[config.mk]
export PLATFORM = sky130hd
export DESIGN_NAME = gpab_ports
export DESIGN_NICKNAME = d
export VERILOG_FILES = /design/src/gpab_pkg.sv /design/src/gpab_pin_drv.sv /design/src/gpab_ports.sv
export VERILOG_INCLUDE_DIRS = /design/src
export SDC_FILE = /design/constraint.sdc
export NUM_CORES = 1
export LEC_CHECK = 0
export ABC_AREA = 0
export BUFFER_PORTS_ARGS = -buffer_cell sky130_fd_sc_hd__buf_2
export CORE_MARGIN = 10
export CORE_UTILIZATION = 46
export CTS_BUF_LIST = sky130_fd_sc_hd__clkbuf_8 sky130_fd_sc_hd__clkbuf_16
export CTS_CLUSTER_DIAMETER = 80
export CTS_CLUSTER_SIZE = 28
export DETAILED_ROUTE_END_ITERATION = 10
export PLACE_DENSITY = 0.8
export SYNTH_ARGS = -nofsm -noshare
export SYNTH_HDL_FRONTEND = slang
export SYNTH_SLANG_ARGS = --single-unit
[constraint.sdc]
create_clock -name clk_i -period 1.7 [get_ports clk_i]
set_clock_uncertainty 0.15 [all_clocks]
set_input_delay 0.255 -clock clk_i [delete_from_list [all_inputs] [get_ports clk_i]]
set_output_delay 0.255 -clock clk_i [all_outputs]
set_load 0.05 [all_outputs]
[src/gpab_map.svh]
`ifndef GPAB_MAP_SVH
`define GPAB_MAP_SVH

// Register byte offsets, one aligned 32-bit word each
`define GPAB_TIMER_PORT_DATA_OFS          8'h00
`define GPAB_TIMER_PORT_DIRECTION_OFS     8'h04
`define GPAB_HIGH_ADDR_PORT_DATA_OFS      8'h08
`define GPAB_HIGH_ADDR_PORT_DIRECTION_OFS 8'h0c
`define GPAB_PULLUP_ASSIGNMENT_OFS        8'h10
`define GPAB_MODE_STATUS_OFS              8'h14
`define GPAB_TIMER_PORT_DRIVE_OFS         8'h18
`define GPAB_HIGH_ADDR_PORT_DRIVE_OFS     8'h1c

// Field positions
`define GPAB_PULLUP_HIGH_ADDR_BIT         0
`define GPAB_STATUS_MODE_LSB              0
`define GPAB_STATUS_MODE_MSB              1
`define GPAB_STATUS_BUS_OWNED_BIT         2

// Reset values
`define GPAB_PORT_DATA_RST                8'h00
`define GPAB_PORT_DIRECTION_RST           8'h00
`define GPAB_PULLUP_ASSIGNMENT_RST        8'h00
`define GPAB_PIN_DRIVE_RST                1'b0

// Strap codes, {mode_b, mode_a}
`define GPAB_STRAP_BOOTSTRAP              2'h0
`define GPAB_STRAP_TEST                   2'h1
`define GPAB_STRAP_SINGLE_CHIP            2'h2
`define GPAB_STRAP_EXPANDED               2'h3

// Bus answer latency in clock cycles after the request is seen
`define GPAB_ACK_LATENCY                  1

`endif

[src/gpab_pkg.sv]
package gpab_pkg;

  typedef enum logic [1:0] {
    GPAB_MODE_BOOTSTRAP,
    GPAB_MODE_TEST,
    GPAB_MODE_SINGLE_CHIP,
    GPAB_MODE_EXPANDED
  } gpab_mode_t;

  typedef logic [7:0] gpab_byte_t;

endpackage : gpab_pkg

[src/gpab_pin_drv.sv]
`timescale 1ns/100ps
`include "gpab_map.svh"

module gpab_pin_drv (
  input  wire logic       clk_i,
  input  wire logic       rst_i,
  input  wire logic [7:0] latch_i,
  input  wire logic [7:0] dir_i,
  input  wire logic       gpio_ok_i,
  input  wire logic [7:0] alt_en_i,
  input  wire logic [7:0] alt_val_i,
  output logic      [7:0] pin_o,
  output logic      [7:0] pin_oe_o
);

  logic [7:0] pin_d;
  logic [7:0] pin_oe_d;

  genvar b;
  generate
    for (b = 0; b < 8; b++) begin : g_bit
      // Alternate function owns the pin; latch only drives in GPIO output mode
      assign pin_d[b]    = alt_en_i[b] ? alt_val_i[b] : latch_i[b];
      assign pin_oe_d[b] = alt_en_i[b] | (dir_i[b] & gpio_ok_i);
    end
  endgenerate

  // One register process for the whole port keeps a single driver per output
  always_ff @(posedge clk_i) begin
    if (rst_i) begin
      pin_o    <= {8{`GPAB_PIN_DRIVE_RST}};
      pin_oe_o <= {8{`GPAB_PIN_DRIVE_RST}};
    end else begin
      pin_o    <= pin_d;
      pin_oe_o <= pin_oe_d;
    end
  end

endmodule : gpab_pin_drv

[src/gpab_ports.sv]
`timescale 1ns/100ps
`include "gpab_map.svh"

// Overview of operation
// RQ1: Reading timer port data returns live pin levels regardless of direction.
// RQ2: Timer port writes go to latches; pin shows latch only when output.
// RQ3: Pins owned by timer output compare ignore timer port data writes.
// RQ4: After reset all timer port pins are undriven inputs.
// RQ5: With timer function off, the direction bit selects input or output.
// RQ6: High address port is GPIO in single chip, address A15..A8 expanded.
// RQ7: High address port drives latch only if output and single chip/bootstrap.
// RQ8: High address port reads return pin levels; writes are latched.
// RQ9: Upper four high address pins may drive LCD segments in any mode.
// RQ10: High address port pull-ups are switched by the pullup assignment register.
// RQ11: Pins that are inputs at reset are high impedance.
// RQ12: Data registers reset to the functional state, not to pin levels.
// RQ13: Bus ports give GPIO only in single chip/bootstrap, bus in expanded/test.
// RQ14: Direction bit one means output, zero input; all clear on reset.

module gpab_ports (
  input  wire logic        clk_i,
  input  wire logic        rst_i,
  // Classic Wishbone slave
  input  wire logic        cyc_i,
  input  wire logic        stb_i,
  input  wire logic        we_i,
  input  wire logic [7:0]  adr_i,
  input  wire logic [3:0]  sel_i,
  input  wire logic [31:0] dat_i,
  output logic      [31:0] dat_o,
  output logic             ack_o,
  // Mode straps, caught while reset is held
  input  wire logic        mode_a_i,
  input  wire logic        mode_b_i,
  output logic      [1:0]  mode_o,
  // Timer port pins
  input  wire logic [7:0]  timer_port_pin_i,
  output logic      [7:0]  timer_port_pin_o,
  output logic      [7:0]  timer_port_pin_oe_o,
  // Timer connections
  input  wire logic [7:0]  timer_oc_en_i,
  input  wire logic [7:0]  timer_oc_val_i,
  output logic      [7:0]  timer_capture_o,
  // High address port pins
  input  wire logic [7:0]  high_addr_port_pin_i,
  output logic      [7:0]  high_addr_port_pin_o,
  output logic      [7:0]  high_addr_port_pin_oe_o,
  output logic      [7:0]  high_addr_port_pullup_o,
  // External bus high address and LCD segment drive
  input  wire logic [7:0]  ext_addr_hi_i,
  input  wire logic [3:0]  lcd_seg_en_i,
  input  wire logic [3:0]  lcd_seg_i
);

  gpab_pkg::gpab_mode_t mode_q;
  logic [7:0]           timer_port_data_q;
  logic [7:0]           timer_port_direction_q;
  logic [7:0]           high_addr_port_data_q;
  logic [7:0]           high_addr_port_direction_q;
  logic [7:0]           pullup_assignment_q;
  logic [7:0]           timer_capture_q;
  logic                 ack_q;
  logic [31:0]          dat_q;
  logic [31:0]          dat_d;
  logic                 req;
  logic                 wr_en;
  logic                 gpio_mode;
  logic                 bus_owned;
  logic [7:0]           high_addr_alt_en;
  logic [7:0]           high_addr_alt_val;
  logic [7:0]           pullup_en;

  // Bus request and write commit
  assign req   = cyc_i & stb_i;
  assign wr_en = req & we_i & ack_q & sel_i[0];

  // Operating mode
  assign gpio_mode = (mode_q == gpab_pkg::GPAB_MODE_SINGLE_CHIP) |
                     (mode_q == gpab_pkg::GPAB_MODE_BOOTSTRAP);  // RQ13
  assign bus_owned = ~gpio_mode;  // RQ13
  assign mode_o    = mode_q;

  function automatic gpab_pkg::gpab_mode_t strap_decode(input logic [1:0] s);
    gpab_pkg::gpab_mode_t m;
    m = gpab_pkg::GPAB_MODE_SINGLE_CHIP;
    case (s)
      `GPAB_STRAP_BOOTSTRAP:   m = gpab_pkg::GPAB_MODE_BOOTSTRAP;
      `GPAB_STRAP_TEST:        m = gpab_pkg::GPAB_MODE_TEST;
      `GPAB_STRAP_SINGLE_CHIP: m = gpab_pkg::GPAB_MODE_SINGLE_CHIP;
      `GPAB_STRAP_EXPANDED:    m = gpab_pkg::GPAB_MODE_EXPANDED;
      default:                 m = gpab_pkg::GPAB_MODE_SINGLE_CHIP;
    endcase
    return m;
  endfunction : strap_decode

  // Straps follow the pins while reset is held and freeze at release
  always_ff @(posedge clk_i) begin
    if (rst_i) begin
      mode_q <= strap_decode({mode_b_i, mode_a_i});
    end
  end

  // Wishbone acknowledge: one cycle after request, dropped the next cycle
  always_ff @(posedge clk_i) begin
    if (rst_i) begin
      ack_q <= 1'b0;
    end else begin
      ack_q <= req & ~ack_q;
    end
  end

  assign ack_o = ack_q;

  // Timer port data latch
  always_ff @(posedge clk_i) begin
    if (rst_i) begin
      timer_port_data_q <= `GPAB_PORT_DATA_RST;  // RQ12
    end else if (wr_en && adr_i == `GPAB_TIMER_PORT_DATA_OFS) begin
      timer_port_data_q <= dat_i[7:0];  // RQ2
    end
  end

  // Timer port direction
  always_ff @(posedge clk_i) begin
    if (rst_i) begin
      timer_port_direction_q <= `GPAB_PORT_DIRECTION_RST;  // RQ14
    end else if (wr_en && adr_i == `GPAB_TIMER_PORT_DIRECTION_OFS) begin
      timer_port_direction_q <= dat_i[7:0];
    end
  end

  // High address port data latch
  always_ff @(posedge clk_i) begin
    if (rst_i) begin
      high_addr_port_data_q <= `GPAB_PORT_DATA_RST;  // RQ12
    end else if (wr_en && adr_i == `GPAB_HIGH_ADDR_PORT_DATA_OFS) begin
      high_addr_port_data_q <= dat_i[7:0];  // RQ8
    end
  end

  // High address port direction
  always_ff @(posedge clk_i) begin
    if (rst_i) begin
      high_addr_port_direction_q <= `GPAB_PORT_DIRECTION_RST;  // RQ14
    end else if (wr_en && adr_i == `GPAB_HIGH_ADDR_PORT_DIRECTION_OFS) begin
      high_addr_port_direction_q <= dat_i[7:0];
    end
  end

  // Pull-up assignment, only the high address port bit is kept
  always_ff @(posedge clk_i) begin
    if (rst_i) begin
      pullup_assignment_q <= `GPAB_PULLUP_ASSIGNMENT_RST;
    end else if (wr_en && adr_i == `GPAB_PULLUP_ASSIGNMENT_OFS) begin
      pullup_assignment_q <= {7'h00, dat_i[`GPAB_PULLUP_HIGH_ADDR_BIT]};  // RQ10
    end
  end

  // Timer port: output compare owns a pin, otherwise direction decides
  gpab_pin_drv u_timer_port (
    .clk_i     (clk_i),
    .rst_i     (rst_i),  // RQ4
    .latch_i   (timer_port_data_q),  // RQ2
    .dir_i     (timer_port_direction_q),  // RQ5
    .gpio_ok_i (1'b1),
    .alt_en_i  (timer_oc_en_i),  // RQ3
    .alt_val_i (timer_oc_val_i),
    .pin_o     (timer_port_pin_o),
    .pin_oe_o  (timer_port_pin_oe_o)
  );

  // Input capture sees the live pin level whatever the direction
  always_ff @(posedge clk_i) begin
    if (rst_i) begin
      timer_capture_q <= 8'h00;
    end else begin
      timer_capture_q <= timer_port_pin_i;
    end
  end

  assign timer_capture_o = timer_capture_q;

  // High address port: LCD segments on the top nibble win over bus and GPIO
  genvar i;
  generate
    for (i = 0; i < 8; i++) begin : g_high_addr
      if (i >= 4) begin : g_lcd
        assign high_addr_alt_en[i]  = lcd_seg_en_i[i-4] | bus_owned;  // RQ9
        assign high_addr_alt_val[i] = lcd_seg_en_i[i-4] ? lcd_seg_i[i-4]
                                                        : ext_addr_hi_i[i];  // RQ9
      end else begin : g_addr
        assign high_addr_alt_en[i]  = bus_owned;  // RQ6
        assign high_addr_alt_val[i] = ext_addr_hi_i[i];  // RQ6
      end
    end
  endgenerate

  gpab_pin_drv u_high_addr_port (
    .clk_i     (clk_i),
    .rst_i     (rst_i),  // RQ11
    .latch_i   (high_addr_port_data_q),
    .dir_i     (high_addr_port_direction_q),
    .gpio_ok_i (gpio_mode),  // RQ7
    .alt_en_i  (high_addr_alt_en),
    .alt_val_i (high_addr_alt_val),
    .pin_o     (high_addr_port_pin_o),
    .pin_oe_o  (high_addr_port_pin_oe_o)
  );

  // Pull-ups act only on pins that are not being driven
  assign pullup_en = {8{pullup_assignment_q[`GPAB_PULLUP_HIGH_ADDR_BIT]}};
  assign high_addr_port_pullup_o = pullup_en & ~high_addr_port_pin_oe_o;  // RQ10

  // Read data, unmapped offsets read zero
  always_comb begin
    dat_d = 32'h0000_0000;
    case (adr_i)
      `GPAB_TIMER_PORT_DATA_OFS:          dat_d[7:0] = timer_port_pin_i;  // RQ1
      `GPAB_TIMER_PORT_DIRECTION_OFS:     dat_d[7:0] = timer_port_direction_q;
      `GPAB_HIGH_ADDR_PORT_DATA_OFS:      dat_d[7:0] = high_addr_port_pin_i;  // RQ8
      `GPAB_HIGH_ADDR_PORT_DIRECTION_OFS: dat_d[7:0] = high_addr_port_direction_q;
      `GPAB_PULLUP_ASSIGNMENT_OFS:        dat_d[7:0] = pullup_assignment_q;
      `GPAB_MODE_STATUS_OFS: begin
        dat_d[`GPAB_STATUS_MODE_MSB:`GPAB_STATUS_MODE_LSB] = mode_q;
        dat_d[`GPAB_STATUS_BUS_OWNED_BIT]                  = bus_owned;
      end
      `GPAB_TIMER_PORT_DRIVE_OFS:         dat_d[7:0] = timer_port_pin_oe_o;
      `GPAB_HIGH_ADDR_PORT_DRIVE_OFS:     dat_d[7:0] = high_addr_port_pin_oe_o;
      default:                            dat_d = 32'h0000_0000;
    endcase
  end

  always_ff @(posedge clk_i) begin
    if (rst_i) begin
      dat_q <= 32'h0000_0000;
    end else if (req && !ack_q) begin
      dat_q <= dat_d;
    end
  end

  assign dat_o = dat_q;

endmodule : gpab_ports

==> impl_metrics.json, run 1 <==
{
  "synth.yosys.warnings": 0,
  "fraction_of_final_layout_cells_sized_beyond_drive_strength_1_pct": 31.7,
  "dominant_combinational_cell_family_by_area_after_synthesis": "simple AND/OR/NAND/NOR gates",
  "die_area_um2": 11900,
  "grt.total_usage_pct": 19.6,
  "synth_cell_types": 41,
  "area_of_the_multi_input_gates_um2": 1710,
  "clk_buf_depth": 2,
  "power.density_cell_area_nw_per_um2": 892,
  "cpPeakStageDelay_ps": 460,
  "finalSetupViolCount": 0,
  "hpwlAfterDp_um": 8710,
  "grtUsageMet3_pct": 7.20,
  "worst_slack_placed_ps": -73.0,
  "synth_seq_area_share_pct": 46.6,
  "top_usage_layer": "met2",
  "run_status": "finished clean",
  "layout_worst_path_cycle_share_pct": 96.8,
  "grt_pass1_vias": 3644,
  "wirelength_um": 12000,
  "antenna_found_initial": 1,
  "wl_per_cell_um": 18.2,
  "synth.area.mux_share_pct": 11.5,
  "diodes": 0,
  "slew_viol_final": 0,
  "finalNetCount": 652,
  "finalHoldViolations": 0,
  "insertion_delay_ps": 350,
  "die_w_um": 109,
  "fill_cell_count": 647,
  "totalPowerFinal_uw": 4330,
  "num_rows": 32,
  "gp_routability_congestion": 0.828,
  "total_leakage_power_uw": 0.00220,
  "critical_path_buf_inv_count": 0,
  "worstSetupStartpointType": "flip-flop",
  "port-buffer-count": 130,
  "route.detailed.vias_per_inst": 5.38,
  "synth.cell_area_um2": 3650,
  "ant_nets": 0,
  "cap_violations": 0,
  "tritoncts": "done",
  "cts_max_level": 3,
  "critical-path-slowest-cell": "sky130_fd_sc_hd__mux4_2",
  "synth.area.top_cells": "sky130_fd_sc_hd__dfxtp_1 45%, sky130_fd_sc_hd__mux2i_1 6.3%, sky130_fd_sc_hd__buf_4 5.8%",
  "first_iter_violations": 306,
  "first_pass_grt_wire_length_um": 18500,
  "timing.critical_path.fanout_max": 3,
  "grt_setup_unrepaired": "false",
  "cts_setup_buffers": 0,
  "pre_antenna_drt_iters": 5,
  "synthesis_to_layout_area_growth_pct": 33.0,
  "synthesis.instances": 399,
  "ys_ff_latch": 84,
  "yosys.area_share.adder_pct": 0,
  "min_period_ps": 1650,
  "core_um2": 7730,
  "cts_buffers": 9,
  "timing_worst_setup_path_type": "flip-flop to flip-flop",
  "synth_xor_area_share_pct": 0,
  "ir_worst_vdd_v": 0.000322,
  "class_of_the_tightest_hold_or_removal_check": "primary input to flip-flop",
  "crit_path_cell_trace": "mux4_2 -> a22o_1 -> a221oi_2 -> nor3_1",
  "path_delay_family": "compound AO/OA/AOI/OAI gates",
  "detailroute.via_count": 3550,
  "largest_net_degree_at_the_start_of_global_routing": 35,
  "clock-root-buffer": "sky130_fd_sc_hd__clkbuf_8",
  "synth-compound-area-share_pct": 13.6,
  "critPathArrivalTime_ps": 1720,
  "groute.layer.met1.usage_pct": 21.7,
  "met2_usage_pct": 33.3,
  "timing.fmax_mhz": 608,
  "largest_area_contributor_in_the_synthesized_netlist": "sky130_fd_sc_hd__dfxtp_1",
  "clock_sinks": 84,
  "worst-endpoint-required_ps": 1770,
  "regArea_um2": 1710,
  "worst_setup_path_end_kind": "flip-flop",
  "drc": 0,
  "synth.avg_cell_area_um2": 9.16,
  "global_route.overflow_total": 0,
  "clk_pin_slew_ps": 80,
  "tns_ps": 0,
  "io_pins": 182,
  "start_util_pct": 47.3,
  "yosys.area_share.simple_pct": 19.2,
  "fp.dieH_um": 109,
  "slack_of_the_critical_path_ps": 54.6,
  "netlist.area_leader.share_pct": 44.9
}
-- sequential cells by signal, indices dropped and copies added, names as in the netlist --
signal and count:
ack_o 1, dat_o 8, high_addr_port_data_q 8, high_addr_port_direction_q 8, mode_o 2, pullup_assignment_q 1
timer_capture_o 8, timer_port_data_q 8, timer_port_direction_q 8, u_high_addr_port.pin_o 8, u_high_addr_port.pin_oe_o 8, u_timer_port.pin_o 8
u_timer_port.pin_oe_o 8
-- logic make-up (layout without fill, tap and decap cells) --
| kind of cell | count (synthesis) | after routing |
|---|---|---|
| compound gates | 88 | 88 |
| buf+inv | 56 | 192 |
| flops | 84 | 84 |
| mux | 32 | 32 |
| other cells | 1 | 24 |
| simple gates | 138 | 138 |
-- timing repair --
action / in CTS / in global routing
endpoints found under the hold margin: 27 / 0
gates resized for setup: 1 / 3
hold buffers: 27 / 0
setup endpoints to repair: 8 / 2
-- tightest hold or removal path: stages --
cell and delay [ps]:
sky130_fd_sc_hd__buf_2 110, sky130_fd_sc_hd__nor3_1 50, sky130_fd_sc_hd__nor2_1 70
-- through the flow --
step / hold slack (ps) / cell area [um^2] / cells / util [%]
6_report: 19.1 / 4860 / 660 / 62.9
5_1_grt: 13.7 / 4860 / 660 / 62.9
4_1_cts: 3.08 / 4850 / 660 / 62.8
3_5_place_dp: 285 / 4380 / 617 / 56.7
3_3_place_gp: 285 / 4380 / 617 / 56.7
2_1_floorplan: 217 / 3750 / 422 / -
-- worst paths after layout --
check                                      from                           end  slack (ps)  cells past startpoint
setup / recovery  high_addr_port_direction_q[7]                      dat_o[7]          50                      4
setup reg to reg  high_addr_port_direction_q[7]                      dat_o[7]          50                      4
hold reg to reg                        dat_o[0]                      dat_o[0]         320                      1
hold / removal                  lcd_seg_en_i[2]  u_high_addr_port.pin_oe_o[6]          20                      3
-- layout make-up --
| cell class | instances | share of cell area, % |
|---|---|---|
| Multi-Input combinational cell | 282 | 35.1 |
| Sequential cell | 84 | 35.1 |
| Timing Repair Buffer | 172 | 22.7 |
| Clock buffer | 11 | 3.11 |
| Tap cell | 102 | 2.63 |
| Clock inverter | 5 | 1.06 |
| Inverter | 4 | 0.309 |
-- cell usage after synthesis (all sizes together) --
cell type  number
nand3b          2
mux2            1
edfxtp          2
nand3          33
conb            1
clkbuf         14
a211oi          1
a41oi           1
and3            2
o21ai          36
mux4            8
o2bb2ai         3
a32oi           1
a22o            4
inv             4
mux2i          23
or4             1
a221oi          2
and4            4
o22ai           1
or2             1
buf            38
nand4           1
a21oi          38
and2            2
a311oi          1
nand2           5
nor2b          18
nor2           57
dfxtp          82
nor4            2
nand2b          4
nor3            6
-- where the power goes --
group	total [uW]	switching [uW]	internal [uW]
sequential	2060	29.9	2030
clock	1440	690	749
combinational	834	577	257
total	4330	1300	3040
-- layout by cell type (no fill, tap or decap), types with 3 or more instances in the layout --
cell / Yosys / final
sky130_fd_sc_hd__nand3_1: 33 / 33
sky130_fd_sc_hd__conb_1: 1 / 24
sky130_fd_sc_hd__and4_1: 4 / 4
sky130_fd_sc_hd__a22o_1: 4 / 4
sky130_fd_sc_hd__a21oi_1: 38 / 38
sky130_fd_sc_hd__clkbuf_8: 0 / 11
sky130_fd_sc_hd__buf_4: 28 / 10
sky130_fd_sc_hd__nor2b_1: 18 / 18
sky130_fd_sc_hd__mux2i_1: 23 / 23
sky130_fd_sc_hd__mux4_2: 8 / 8
sky130_fd_sc_hd__inv_1: 4 / 5
sky130_fd_sc_hd__nand2_1: 5 / 5
sky130_fd_sc_hd__o21ai_0: 35 / 35
sky130_fd_sc_hd__dfxtp_1: 82 / 80
sky130_fd_sc_hd__nand2b_1: 4 / 4
sky130_fd_sc_hd__nor2_1: 56 / 56
sky130_fd_sc_hd__dlygate4sd3_1: 0 / 27
sky130_fd_sc_hd__nor3_1: 6 / 6
sky130_fd_sc_hd__buf_2: 6 / 128
sky130_fd_sc_hd__buf_12: 0 / 5
sky130_fd_sc_hd__o2bb2ai_1: 3 / 3
-- layer usage --
metal / vias up / share of wire (%)
li1: 1655 / -
met1: 1696 / 38
met2: 176 / 49
met3: 23 / 11
met4: 0 / 2.3
met5: - / 0
Note: power is estimated with default switching activity, not from simulation.
==> run 2: changes to the inputs <==
BUFFER_PORTS_ARGS = -buffer_cell sky130_fd_sc_hd__buf_4   (was -buffer_cell sky130_fd_sc_hd__buf_2)
==> run 2 against run 1 <==
Net effect:
- die area is the same
- non-clock buffer count is 1 lower
- worst hold slack worse by 6.7 ps
- clock-buffer cell count did not move
- clock power decreased by 13%
- sequential share of layout area fell by 1.9 points
- maximum frequency fell by 0.35%
- cell area up 5.5%
==> impl_metrics.json, run 2 (synthesis gave the netlist of run 1 again) <==
{
  "worst_setup_path_end_kind": "flip-flop",
  "clk_pin_slew_ps": 80,
  "routed_metal_1_wirelength_um": 4640,
  "clock-root-buffer": "sky130_fd_sc_hd__clkbuf_8",
  "cts_buffers": 9,
  "grt.total_usage_pct": 18.7,
  "rr_worst_depth": 4,
  "layout_worst_path_cycle_share_pct": 97.1,
  "finalSetupViolCount": 0,
  "min_period_ps": 1650,
  "io_pins": 182,
  "worst-endpoint-required_ps": 1790,
  "core_um2": 7730,
  "power.density_cell_area_nw_per_um2": 823,
  "die_area_um2": 11900,
  "grt_setup_unrepaired": "false",
  "timing_worst_setup_path_type": "primary input to flip-flop",
  "met3RoutedLength_um": 1180,
  "regArea_um2": 1700,
  "cts_max_level": 3,
  "timing.fmax_mhz": 606,
  "global_route.overflow_total": 0,
  "start_util_pct": 47.3,
  "drc": 0,
  "die_w_um": 109,
  "clk_buf_depth": 2,
  "met2RoutedLength_um": 5780,
  "synthesis_to_layout_area_growth_pct": 40.3,
  "first_iter_violations": 300,
  "hpwlAfterDp_um": 8500,
  "stdcell_count": 658,
  "grt_pass1_vias": 3528,
  "tritoncts": "done",
  "ir_worst_vdd_v": 0.000317,
  "ant_nets": 0,
  "cap_violations": 0,
  "most_frequent_standard_cell_in_the_layout_excluding_fill_and_tap_cells": "sky130_fd_sc_hd__buf_4",
  "fp.dieH_um": 109,
  "insertion_delay_ps": 340,
  "cts_setup_buffers": 0,
  "gp_routability_congestion": 0.901,
  "pre_antenna_drt_iters": 4,
  "largest_net_degree_at_the_start_of_global_routing": 71,
  "min_delay_path_depth": 3,
  "critPathArrivalTime_ps": 1740,
  "wirelength_um": 11800,
  "layout_common_cells": "140 x sky130_fd_sc_hd__buf_4, 80 x sky130_fd_sc_hd__dfxtp_1, 56 x sky130_fd_sc_hd__nor2_1, 38 x sky130_fd_sc_hd__a21oi_1, 35 x sky130_fd_sc_hd__o21ai_0",
  "wl_per_cell_um": 18.0,
  "first_pass_grt_wire_length_um": 17900,
  "detailroute.via_count": 3446,
  "area_of_the_multi_input_gates_um2": 1710,
  "finalNetCount": 651,
  "run_status": "finished clean",
  "total_leakage_power_uw": 0.00225,
  "antenna_found_initial": 1,
  "post-route-cell-area_um2": 5130,
  "timing.critical_path.fanout_max": 2,
  "placed_area_um2": 4680,
  "fill_cell_count": 614,
  "route.detailed.vias_per_inst": 5.24,
  "port-buffer-count": 130,
  "finalHoldViolations": 0,
  "final.hold.worst_slack_ps": 12.4,
  "clock_sinks": 84,
  "dpl.cell_count": 616,
  "fraction_of_final_layout_cells_sized_beyond_drive_strength_1_pct": 31.4,
  "worstSetupStartpointType": "primary input",
  "maxUsedRoutingLayer": "met4",
  "class_of_the_tightest_hold_or_removal_check": "primary input to flip-flop",
  "slew_viol_final": 0,
  "num_rows": 32
}
==> run 2: cell type report <==
| cell class | instances | share of cell area (%) |
|---|---|---|
| Clock inverter | 3 | 0.317 |
| Antenna cell | 1 | 0.0488 |
| Tap cell | 102 | 2.49 |
| Sequential cell | 84 | 33.2 |
| Multi-Input combinational cell | 282 | 33.3 |
| Timing Repair Buffer | 171 | 27.3 |
| Inverter | 4 | 0.293 |
| Clock buffer | 11 | 2.95 |
==> run 2: timing repair <==
item / in CTS / in global routing
hold buffers: 27 / 0
setup endpoints to repair: 3 / 0
endpoints found under the hold margin: 27 / 0
resized for setup: 1 / 0
==> run 2: stage by stage <==
| step | utilization, % | setup WS [ps] | TNS, ps | total power, uW |
|---|---|---|---|---|
| global route | 66.3 | 2.88 | 0 | 4340 |
| global placement | 60.6 | -25.0 | -569 | 2940 |
| detailed placement | 60.6 | -81.9 | -1570 | 2950 |
| finish | 66.3 | 48.8 | 0 | 4220 |
| floorplan | - | -40.4 | -40.4 | 2680 |
| CTS | 66.3 | 57.9 | 0 | 4230 |
==> run 2: per-layer routing <==
layer | vias up | GRT usage [%]
met2 | 158 | 31.4
met3 | 17 | 5.43
met1 | 1614 | 21.7
met5 | - | 0
met4 | 0 | 8.38
li1 | 1657 | -
==> run 2: where the power goes <==
part	internal (uW)	switching (uW)
Clock	587	661
Combinational	332	571
Sequential	2030	33.7
Total	2950	1270
==> run 2: path summary, 6_finish.rpt <==
kind         slack (ps)                       end                           from
min                  10  u_timer_port.pin_oe_o[7]               timer_oc_en_i[7]
max                  50                  dat_o[4]            timer_port_pin_i[4]
min reg2reg         330                  dat_o[1]                       dat_o[1]
max reg2reg          80                  dat_o[7]  high_addr_port_direction_q[7]
==> run 2: critical path: stages <==
cell and delay (ps):
sky130_fd_sc_hd__dlygate4sd3_1 540, sky130_fd_sc_hd__buf_4 140, sky130_fd_sc_hd__mux4_2 440, sky130_fd_sc_hd__nand2_1 80
sky130_fd_sc_hd__o21ai_0 90, sky130_fd_sc_hd__a22o_1 190
